==> src/ivp_pkg.sv <==
// package: constants and types for the interrupt vector placement block
package ivp_pkg;
  // ==========================================================
  // register map
  localparam logic [7:0] ADDR_CONTROL = 8'h00;
  localparam logic [7:0] ADDR_STATUS  = 8'h04;
  localparam logic [7:0] ADDR_PLACE   = 8'h08;
  localparam logic [1:0] RESP_OKAY    = 2'h0;
  localparam logic [1:0] RESP_SLVERR  = 2'h2;
  // ==========================================================
  // control register fields
  localparam int         CTL_UNLOCK_BIT = 0;
  localparam int         CTL_SELECT_BIT = 1;
  localparam int         CTL_PULLUP_BIT = 4;
  localparam int         CTL_DBG_BIT    = 7;
  localparam logic [7:0] CTL_RESET      = 8'h00;
  // ==========================================================
  // timing and table layout
  localparam logic [2:0]  UNLOCK_CYCLES    = 3'h4;
  localparam int          NUM_IRQ          = 28;
  localparam int          FIRST_IRQ_VECTOR = 2;
  localparam logic [15:0] RESET_WORD       = 16'h0000;
  localparam logic [15:0] TABLE_OFFSET     = 16'h0002;
  localparam logic [15:0] VECTOR_STRIDE    = 16'h0002;
  // boot section start (word address) per boot size fuse code
  localparam logic [15:0] BOOT_START_SZ0   = 16'h1800;
  localparam logic [15:0] BOOT_START_SZ1   = 16'h1c00;
  localparam logic [15:0] BOOT_START_SZ2   = 16'h1e00;
  localparam logic [15:0] BOOT_START_SZ3   = 16'h1f00;
  // ==========================================================
  // types
  typedef struct packed {
    logic       boot_reset_fuse;
    logic [1:0] boot_size_fuses;
    logic       app_section_boot_lock;
    logic       boot_section_boot_lock;
  } fuse_type;
  localparam fuse_type FUSE_RESET = 5'h1f;

  typedef struct packed {
    logic        valid;
    logic [4:0]  num;
    logic [15:0] addr;
  } dispatch_type;

  typedef enum logic [2:0] {
    ST_LOCKED = 3'b001,
    ST_OPEN   = 3'b010,
    ST_HOLD   = 3'b100
  } unlock_type;
endpackage

==> src/ivp_top.sv <==
// interrupt vector placement with guarded select change, AXI4-Lite regs
// Overview of operation
// - vector n (2..29) is dispatched at table start plus 2*(n-2) words.
// - every reset cause shares the single reset address.
// - with select set, each vector is its base address plus boot start.
// - the vector stride is two words for every memory size.
// - reset address is boot start when the boot reset fuse is programmed.
// - table starts at 0x0002, or boot start plus 0x0002 when select is set.
// - select clear puts vectors at flash start, set at boot section start.
// - boot section start comes from the boot size fuses.
// - interrupts are held off from unlock until after the instruction following the select write.
// - without a select write, hold-off ends after four cycles.
// - hold-off never alters the core's global interrupt enable.
// - boot vectors plus app lock block interrupts while running app code.
// - app vectors plus boot lock block interrupts while running boot code.
// - control has select at bit 1, unlock at bit 0, reset zero, 6/5/3/2 zero.
// - unlock clears four cycles after set or when select is written.
//
// The implementer's own choices: the AXI4-Lite slave port and the address map.
`timescale 1ns/1ps
`default_nettype none
module ivp_top #(
  parameter int ADDR_W = 16
) (
  input  wire  logic                       CLOCK,
  input  wire  logic                       RST,
  input  wire  logic                       AWVALID,
  output var   logic                       AWREADY,
  input  wire  logic [7:0]                 AWADDR,
  input  wire  logic                       WVALID,
  output var   logic                       WREADY,
  input  wire  logic [31:0]                WDATA,
  input  wire  logic [3:0]                 WSTRB,
  output var   logic                       BVALID,
  input  wire  logic                       BREADY,
  output var   logic [1:0]                 BRESP,
  input  wire  logic                       ARVALID,
  output var   logic                       ARREADY,
  input  wire  logic [7:0]                 ARADDR,
  output var   logic                       RVALID,
  input  wire  logic                       RREADY,
  output var   logic [31:0]                RDATA,
  output var   logic [1:0]                 RRESP,
  input  wire  ivp_pkg::fuse_type          FUSES,
  input  wire  logic [ivp_pkg::NUM_IRQ-1:0] IRQ_REQ,
  input  wire  logic                       GLOBAL_IE,
  input  wire  logic                       EXEC_IN_BOOT,
  input  wire  logic                       INSTR_DONE,
  output var   ivp_pkg::dispatch_type      IRQ_OUT,
  output var   logic [15:0]                RESET_ADDR,
  output var   logic                       IRQ_HELD
);
  if (ADDR_W != 16) begin : g_chk
    $error("ivp_top: ADDR_W must be 16");
  end

  // ==========================================================
  // fuse synchroniser
  ivp_pkg::fuse_type s1_r, s2_r, s3_r, fuse_r, fuse_nxt;

  always_comb begin
    fuse_nxt = fuse_r;
    if (s2_r == s3_r) begin
      fuse_nxt = s3_r;
    end
  end

  always_ff @(posedge CLOCK) begin
    if (RST) begin
      s1_r   <= ivp_pkg::FUSE_RESET;
      s2_r   <= ivp_pkg::FUSE_RESET;
      s3_r   <= ivp_pkg::FUSE_RESET;
      fuse_r <= ivp_pkg::FUSE_RESET;
    end else begin
      s1_r   <= FUSES;
      s2_r   <= s1_r;
      s3_r   <= s2_r;
      fuse_r <= fuse_nxt;
    end
  end

  // ==========================================================
  // control register and unlock sequence
  logic [7:0]          ctl_r, ctl_nxt;
  ivp_pkg::unlock_type st_r, st_nxt;
  logic [2:0]          cnt_r, cnt_nxt;
  logic                wr_ctl;
  logic [7:0]          wr_byte;

  always_comb begin
    ctl_nxt = ctl_r;
    st_nxt  = st_r;
    cnt_nxt = cnt_r;
    unique case (st_r)
      ivp_pkg::ST_LOCKED: begin
        cnt_nxt = 3'h0;
      end
      ivp_pkg::ST_OPEN: begin
        if (cnt_r == 3'h1) begin
          ctl_nxt[ivp_pkg::CTL_UNLOCK_BIT] = 1'b0;
          st_nxt  = ivp_pkg::ST_LOCKED;
          cnt_nxt = 3'h0;
        end else begin
          cnt_nxt = cnt_r - 3'h1;
        end
      end
      ivp_pkg::ST_HOLD: begin
        if (INSTR_DONE) begin
          st_nxt = ivp_pkg::ST_LOCKED;
        end
      end
    endcase
    if (wr_ctl) begin
      ctl_nxt[ivp_pkg::CTL_DBG_BIT] = wr_byte[ivp_pkg::CTL_DBG_BIT];
      ctl_nxt[ivp_pkg::CTL_PULLUP_BIT] = wr_byte[ivp_pkg::CTL_PULLUP_BIT];
      if (wr_byte[ivp_pkg::CTL_UNLOCK_BIT]) begin
        ctl_nxt[ivp_pkg::CTL_UNLOCK_BIT] = 1'b1;
        st_nxt  = ivp_pkg::ST_OPEN;
        cnt_nxt = ivp_pkg::UNLOCK_CYCLES;
      end else if (st_r == ivp_pkg::ST_OPEN) begin
        ctl_nxt[ivp_pkg::CTL_SELECT_BIT] =
          wr_byte[ivp_pkg::CTL_SELECT_BIT];
        ctl_nxt[ivp_pkg::CTL_UNLOCK_BIT] = 1'b0;
        st_nxt  = ivp_pkg::ST_HOLD;
        cnt_nxt = 3'h0;
      end
    end
  end

  always_ff @(posedge CLOCK) begin
    if (RST) begin
      ctl_r <= ivp_pkg::CTL_RESET;
      st_r  <= ivp_pkg::ST_LOCKED;
      cnt_r <= 3'h0;
    end else begin
      ctl_r <= ctl_nxt;
      st_r  <= st_nxt;
      cnt_r <= cnt_nxt;
    end
  end

  // ==========================================================
  // vector placement and dispatch
  logic                  sel;
  logic                  held;
  logic                  blocked;
  logic [15:0]           boot_start;
  logic [15:0]           table_start;
  logic [15:0]           reset_nxt;
  ivp_pkg::dispatch_type disp_nxt;
  logic                  held_r;

  always_comb begin
    sel = ctl_r[ivp_pkg::CTL_SELECT_BIT];
    unique case (fuse_r.boot_size_fuses)
      2'h0:    boot_start = ivp_pkg::BOOT_START_SZ0;
      2'h1:    boot_start = ivp_pkg::BOOT_START_SZ1;
      2'h2:    boot_start = ivp_pkg::BOOT_START_SZ2;
      default: boot_start = ivp_pkg::BOOT_START_SZ3;
    endcase
    // fuse and lock bits read 0 when programmed
    reset_nxt = fuse_r.boot_reset_fuse ? ivp_pkg::RESET_WORD
                                       : boot_start;
    table_start = (sel ? boot_start : ivp_pkg::RESET_WORD)
                + ivp_pkg::TABLE_OFFSET;
    held = (st_r != ivp_pkg::ST_LOCKED) ||
           (wr_ctl && wr_byte[ivp_pkg::CTL_UNLOCK_BIT]);
    blocked = (sel && !fuse_r.app_section_boot_lock
                   && !EXEC_IN_BOOT) ||
              (!sel && !fuse_r.boot_section_boot_lock
                    && EXEC_IN_BOOT);
    disp_nxt = '0;
    for (int i = ivp_pkg::NUM_IRQ - 1; i >= 0; i--) begin
      if (IRQ_REQ[i]) begin
        disp_nxt.num  = 5'(i + ivp_pkg::FIRST_IRQ_VECTOR);
        disp_nxt.addr = table_start
                      + ivp_pkg::VECTOR_STRIDE * 16'(i);
      end
    end
    // global enable is only read here, never written
    disp_nxt.valid = (|IRQ_REQ) && GLOBAL_IE && !held
                   && !blocked;
  end

  always_ff @(posedge CLOCK) begin
    if (RST) begin
      IRQ_OUT    <= '0;
      RESET_ADDR <= ivp_pkg::RESET_WORD;
      held_r     <= 1'b0;
    end else begin
      IRQ_OUT    <= disp_nxt;
      RESET_ADDR <= reset_nxt;
      held_r     <= held;
    end
  end
  assign IRQ_HELD = held_r;

  // ==========================================================
  // AXI4-Lite slave
  logic        aw_h_r, aw_h_nxt, w_h_r, w_h_nxt;
  logic [7:0]  awaddr_r, awaddr_nxt;
  logic [7:0]  wbyte_r, wbyte_nxt;
  logic        wlane_r, wlane_nxt;
  logic        awready_nxt, wready_nxt, bvalid_nxt;
  logic [1:0]  bresp_nxt, rresp_nxt;
  logic        arready_nxt, rvalid_nxt;
  logic [31:0] rdata_nxt;
  logic        do_wr;

  always_comb begin
    aw_h_nxt   = aw_h_r;
    w_h_nxt    = w_h_r;
    awaddr_nxt = awaddr_r;
    wbyte_nxt  = wbyte_r;
    wlane_nxt  = wlane_r;
    bvalid_nxt = BVALID;
    bresp_nxt  = BRESP;
    rvalid_nxt = RVALID;
    rdata_nxt  = RDATA;
    rresp_nxt  = RRESP;
    wr_ctl     = 1'b0;
    wr_byte    = wbyte_nxt;
    if (BVALID && BREADY) begin
      bvalid_nxt = 1'b0;
    end
    if (AWVALID && AWREADY) begin
      aw_h_nxt   = 1'b1;
      awaddr_nxt = AWADDR;
    end
    if (WVALID && WREADY) begin
      w_h_nxt   = 1'b1;
      wbyte_nxt = WDATA[7:0];
      wlane_nxt = WSTRB[0];
    end
    wr_byte = wbyte_nxt;
    do_wr   = aw_h_nxt && w_h_nxt && !BVALID;
    if (do_wr) begin
      aw_h_nxt   = 1'b0;
      w_h_nxt    = 1'b0;
      bvalid_nxt = 1'b1;
      bresp_nxt  = ivp_pkg::RESP_OKAY;
      unique case (awaddr_nxt)
        ivp_pkg::ADDR_CONTROL: wr_ctl = wlane_nxt;
        ivp_pkg::ADDR_STATUS, ivp_pkg::ADDR_PLACE: ;
        default: bresp_nxt = ivp_pkg::RESP_SLVERR;
      endcase
    end
    awready_nxt = !aw_h_nxt && !bvalid_nxt;
    wready_nxt  = !w_h_nxt && !bvalid_nxt;
    if (RVALID && RREADY) begin
      rvalid_nxt = 1'b0;
    end
    if (ARVALID && ARREADY) begin
      rvalid_nxt = 1'b1;
      rresp_nxt  = ivp_pkg::RESP_OKAY;
      unique case (ARADDR)
        ivp_pkg::ADDR_CONTROL: rdata_nxt = {24'h0, ctl_r};
        ivp_pkg::ADDR_STATUS:
          rdata_nxt = {26'h0, held, cnt_r, st_r[2:1]};
        ivp_pkg::ADDR_PLACE: rdata_nxt = {reset_nxt, table_start};
        default: begin
          rdata_nxt = 32'h0;
          rresp_nxt = ivp_pkg::RESP_SLVERR;
        end
      endcase
    end
    arready_nxt = !rvalid_nxt;
  end

  always_ff @(posedge CLOCK) begin
    if (RST) begin
      aw_h_r   <= 1'b0;
      w_h_r    <= 1'b0;
      awaddr_r <= 8'h00;
      wbyte_r  <= 8'h00;
      wlane_r  <= 1'b0;
      AWREADY  <= 1'b0;
      WREADY   <= 1'b0;
      BVALID   <= 1'b0;
      BRESP    <= ivp_pkg::RESP_OKAY;
      ARREADY  <= 1'b0;
      RVALID   <= 1'b0;
      RDATA    <= 32'h0;
      RRESP    <= ivp_pkg::RESP_OKAY;
    end else begin
      aw_h_r   <= aw_h_nxt;
      w_h_r    <= w_h_nxt;
      awaddr_r <= awaddr_nxt;
      wbyte_r  <= wbyte_nxt;
      wlane_r  <= wlane_nxt;
      AWREADY  <= awready_nxt;
      WREADY   <= wready_nxt;
      BVALID   <= bvalid_nxt;
      BRESP    <= bresp_nxt;
      ARREADY  <= arready_nxt;
      RVALID   <= rvalid_nxt;
      RDATA    <= rdata_nxt;
      RRESP    <= rresp_nxt;
    end
  end
endmodule
`default_nettype wire

==> config.mk <==
export PLATFORM = sky130hd
export DESIGN_NAME = ivp_top
export DESIGN_NICKNAME = d
export VERILOG_FILES = /design/src/ivp_pkg.sv /design/src/ivp_top.sv
export SDC_FILE = /design/constraint.sdc
export NUM_CORES = 1
export LEC_CHECK = 0
export BUFFER_PORTS_ARGS = -buffer_cell sky130_fd_sc_hd__buf_2
export CORE_ASPECT_RATIO = 0.7
export CORE_MARGIN = 1.5
export CORE_UTILIZATION = 43
export DETAILED_ROUTE_END_ITERATION = 6
export HOLD_SLACK_MARGIN = 0.06
export PLACE_DENSITY = 0.76
export SLEW_MARGIN = 20
export SYNTH_ARGS = -nofsm -noshare
export SYNTH_HDL_FRONTEND = slang
export SYNTH_SLANG_ARGS = --single-unit
==> constraint.sdc <==
create_clock -name CLOCK -period 2.15 [get_ports CLOCK]
set_clock_uncertainty 0.15 [all_clocks]
set_input_delay 0.1075 -clock CLOCK [delete_from_list [all_inputs] [get_ports CLOCK]]
set_output_delay 0.1075 -clock CLOCK [all_outputs]
set_load 0.01 [all_outputs]
# Word-level counts from Yosys, hierarchy flattened
# Index checks and enable logic that the tools add are counted.
# W data, S select, Z words.
dict set report op_classes {
  add_sub_neg 29
  eq_ne 12
  muxes 63
  n_bitwise 1
  n_reduce_logical 41
}
# cell n
set op_table {}
lappend op_table {{$mux W21} 14}
lappend op_table {{$add A16 B6 Y16 const B} 12}
lappend op_table {{$mux W20} 8}
lappend op_table {{$add A16 B5 Y16 const B} 8}
lappend op_table {{$pmux W32 S3} 1}
lappend op_table {{$mux W19} 4}
lappend op_table {{$add A16 B4 Y16 const B} 4}
lappend op_table {{$mux W18} 2}
lappend op_table {{$pmux W11 S3} 1}
lappend op_table {{$add A16 B2 Y16 const B} 2}
lappend op_table {{$add A16 B3 Y16 const B} 2}
lappend op_table {{$reduce_or A28 Y1} 1}
lappend op_table {{$mux W3} 9}
lappend op_table {{$logic_and A1 B1 Y1} 17}
lappend op_table {{$eq A8 B3 Y1 const B} 2}
lappend op_table {{$eq A8 B4 Y1 const B} 2}
lappend op_table {{$logic_not A8 Y1} 2}
lappend op_table {{$mux W1} 16}
lappend op_table {{$mux W16} 1}
lappend op_table {{$mux W8} 2}
lappend op_table {{$reduce_or A15 Y1} 1}
lappend op_table {{$mux W13} 1}
lappend op_table {{$pmux W3 S2} 2}
lappend op_table {{$logic_not A1 Y1} 11}
lappend op_table {{other kinds (16)} 21}
dict set report totals {
  register_bits 129
  input_bits 95
  out_inout_bits 80
  wordCells 190
}

# Logic depth before layout (Yosys ltp)
dict set report logic_depth {
  ltp_word 33
  depth_mapped 6
  mapped_depth_nobuf 6
}

# Worst setup path after synthesis
# Ideal clock, no wire load.
dict set report synth_timing {
  path_type {reg-to-reg}
  start {register AWREADY}
  end {register RDATA[5]}
  setup_ns 0.084
  arrival_time_ns 1.809
  required_time_ns 1.916
  slack_ns 0.106
  path_stages_with_launch 6
  path_buffers 0
  period_less_slack_ns 2.044
  cell_sequence {dfxtp_1 > a211o_1 > a211o_4 > a2111oi_4 > and3b_1 > o31ai_2}
}
dict set report synth_between {
  elab_chain_len 8
  elab_cells_between_ends 11
  classes_between {mux: 5; reduce/logical: 6}
}
# item line
set synth_lines {}
lappend synth_lines {{start: declaration} ivp_top.sv:28} ;# output var logic AWREADY,
lappend synth_lines {{start signal: assignment} ivp_top.sv:291} ;# AWREADY <= awready_nxt;
lappend synth_lines {{$logic_and A1 B1 Y1 (*)} ivp_top.sv:226} ;# if (AWVALID && AWREADY) begin
lappend synth_lines {{$mux W8 / $mux W1 (equally long branches)} ivp_top.sv:226}
lappend synth_lines {{$logic_not A8 Y1 / $logic_and A1 B1 Y1 (equally long branches)} {ivp_top.sv:242, ivp_top.sv:236}}
lappend synth_lines {{$mux W1 / $logic_and A1 B1 Y1 (equally long branches)} {ivp_top.sv:242, ivp_top.sv:236}}
lappend synth_lines {{$mux W1 (*)} ivp_top.sv:237} ;# if (do_wr) begin
lappend synth_lines {{$logic_and A1 B1 Y1 (*)} ivp_top.sv:167} ;# (wr_ctl && wr_byte[ivp_pkg::CTL_UNLOCK_BIT]);
lappend synth_lines {{$logic_or A1 B1 Y1 (*)} ivp_top.sv:166} ;# held = (st_r != ivp_pkg::ST_LOCKED) ||
lappend synth_lines {{$pmux W32 S3 (*)} ivp_top.sv:256} ;# unique case (ARADDR)
lappend synth_lines {{end signal: assignment} ivp_top.sv:297} ;# RDATA <= rdata_nxt;
lappend synth_lines {{end: declaration} ivp_top.sv:42} ;# output var logic [31:0] RDATA,
# Every way passes the cells marked *; elsewhere a longest branch is shown, timed or not.
# A chain may end at the register's enable or synchronous reset.

# Final worst setup path
dict set report layout_timing {
  start {input port IRQ_REQ[14] in the netlist's numbering}
  end {register IRQ_OUT[16] in the netlist's numbering}
}
dict set report layout_between {
  elab_chain_len 14
}
# item line
set layout_lines {}
lappend layout_lines {{start: declaration} ivp_top.sv:45} ;# input wire logic [ivp_pkg::NUM_IRQ-1:0] IRQ_REQ,
lappend layout_lines {{$mux W21} ivp_top.sv:174} ;# if (IRQ_REQ[i]) begin
lappend layout_lines {{$mux W20 (8 in series)} ivp_top.sv:174}
lappend layout_lines {{$mux W19 (4 in series)} ivp_top.sv:174}
lappend layout_lines {{$mux W18} ivp_top.sv:174}
lappend layout_lines {{end signal: assignment} ivp_top.sv:191} ;# IRQ_OUT <= disp_nxt;
lappend layout_lines {{end: declaration} ivp_top.sv:49} ;# output var ivp_pkg::dispatch_type IRQ_OUT,
# No other way between the ends.

==> flow_metrics.tcl <==
set metrics [dict create \
    min_period_over_period_pct 101.4 \
    via_per_inst 5.370 \
    routed_wirelength_um 11770 \
    root_buffer "clkbuf_16" \
    yosys_register_bits 87 \
    yosysSeqAreaShare_pct 42.53 \
    setup-tns-final_ns -0.02903 \
    wire_per_inst_um 15.18 \
    ir_worst_vdd_uv 454.2 \
    final-hold-violation-count 0 \
    place_congestion 1.006 \
    fin_nets 743 \
    r2r_cells 5 \
    worst-path-max-fanout 12 \
    syn_to_final_growth_pct 37.67 \
    netlist_instances 479 \
    multi_input_area_sq_um 2131 \
    regArea_sq_um 1745 \
    postLayoutCoreUtil_pct 61.66 \
    outcome "complete, but fails checks" \
    die-area_sq_um 10130 \
    first_pass_iters 5 \
    initial_core_util_pct 44.79 \
    cp.required_ns 2.28 \
    antenna_found_initial 0 \
    cts_tree "done" \
    synth_flop_cell "dfxtp_1" \
    final-setup-viol-count 1 \
    clockBufferDepth 2 \
    min_path_cells 4 \
    io_pins 175 \
    drc_errors 0 \
    synth.most_common_cell "dfxtp_1" \
    slew_viol_final 0 \
    clkTransAtPathRegs_ns 0.06 \
    layout_min_cycle_time_ns 2.179 \
    powerDensity_nw_per_um2 704.2 \
    grt_pass1_vias 3813 \
    ant_nets 0 \
    ys_top_cells_by_area "dfxtp_1, buf_4, nor2_1" \
    coreArea_sq_um 9144 \
    detailed_place_hpwl_um 7937 \
    cts.htree.levels 3 \
    num_vias 4162 \
    n_antenna_cell 0 \
    syn_area_sq_um 4095 \
    portBuffers 109 \
    yosys_warnings 0 \
    async_reset_ff_share_pct 0 \
    fillers 741 \
    ys_types 56 \
    stdcell_count 775 \
    drt_iter0_drc 392 \
    grt_pass1_wl_um 18490 \
    ys_top_cells_by_count "dfxtp_1, nor2_1, nand2_1" \
    violations "setup timing" \
    yosys.area.top_type_share_pct 42.53 \
    grt_max_degree 35 \
    drive_gt1_share_pct 28.42 \
    crit_type "in2reg" \
    clk_latency_ns 0.34 \
    max_freq_ghz 0.4589 \
    max-cap-violations 0 \
    rows 29 \
    grt-ovfl-total 0 \
    start_kind "input pin" \
    p_leak_nw 2.470 \
    chipWidth_um 119.6 \
    hp-class "in2reg" \
    cts_buffers 9 \
    end_kind "flip-flop" \
    synth-edff-count 0 \
    die_y_um 84.65 \
    cts_sinks 87 \
    dp.cells 709 \
    syn_avg_cell_area_sq_um 8.549 \
    synth_top_area_cell "dfxtp_1" \
    track_usage_pct 22.90 \
    worst_slack_ns -0.02903 \
    cp.arrival_ns 2.31 \
]
==> registers in the layout, summed over array words and instances, names as in the netlist, 5 cells and up, named ones only <==
register  cells
s2_r          5
s1_r          5
awaddr_r      8
fuse_r        5
s3_r          5
IRQ_OUT      15
RDATA        15
==> where the power goes <==
group	internal (mW)	leakage, nW	switching, mW
combinational	0.226	1.59	0.281
sequential	1.66	0.709	0.0346
clock	1.14	0.166	0.629
==> path summary, 6_finish.rpt <==
| check | slack, ns | to | start |
|---|---|---|---|
| hold / removal | 0.08 | RRESP[1]$_SDFFE_PP0P_ | ARVALID |
| setup / recovery | -0.03 | IRQ_OUT[16]$_SDFF_PP0_ | IRQ_REQ[14] |
| setup reg to reg | 0.05 | ctl_r[1]$_SDFFE_PP0P_ | AWREADY$_SDFF_PP0_ |
| hold reg to reg | 0.26 | s2_r[4]$_SDFF_PP1_ | s1_r[4]$_SDFF_PP1_ |
==> what timing repair did <==
| item | 4_1_cts | 5_1_grt |
|---|---|---|
| endpoints found under the hold margin | 43 | 1 |
| setup endpoints to repair | 0 | 20 |
| buffers inserted | 0 | 1 |
| hold buffers | 50 | 1 |
| gates resized for setup | 0 | 17 |
==> kinds of logic (layout without fill, tap and decap cells) <==
family	count (synthesis)	count (layout)	synth area share (%)
flops	87	87	42.53
other cells	1	34	0.09157
fa+ha+maj	2	2	0.6110
simple gates	194	194	24.01
buf+inv	72	211	10.08
mux	13	13	3.269
xor+xnor	6	6	1.283
compound gates	104	104	18.12
==> through the flow <==
stage                     power [mW]  setup WS [ns]  hold WS (ns)  area, sq um
final                          3.970       -0.02903       0.07984         5638
after global routing           4.125       -0.05711       0.08554         5638
after CTS                      3.960        0.01517       0.06942         5563
after detailed placement       2.136        0.05591        0.1416         4717
after global placement         2.127        0.08354        0.1410         4717
after floorplan                1.996         0.1064       0.04056         4219
==> per-layer routing <==
layer	track usage (%)	share of wire, %	vias up
li1	-	-	1955
met1	30.37	43	1932
met2	36.15	45	240
met3	5.842	9.0	35
met4	8.550	2.9	0
met5	0	0	-
==> cell usage in the layout (no fill, tap or decap), drive strengths merged, types with 6 or more instances in the layout <==
cell type,instances
a21oi,37
nor3,20
o21ai,12
mux2i,10
o31ai,8
conb,34
dfxtp,87
dlygate4sd3,49
nand2b,10
nand2,42
nand3,10
a211oi,6
buf,129
clkbuf,9
inv,17
or2,16
nor2,54
nor4,17
==> final cells by class <==
class	count	share of cell area (%)
clock buffer	9	3.995
clock inverter	7	2.130
inverter	16	1.065
multi-input combinational	353	37.79
sequential	87	30.96
tap	124	2.752
timing repair buffer	179	21.30
==> worst max-delay path: stages <==
cell	delay, ns
dlygate4sd3_1	0.55
buf_2	0.21
nor4_2	0.30
o211ai_1	0.15
a2111oi_1	0.39
dlygate4sd3_1	0.60
Note: power is estimated with default switching activity, not from simulation.
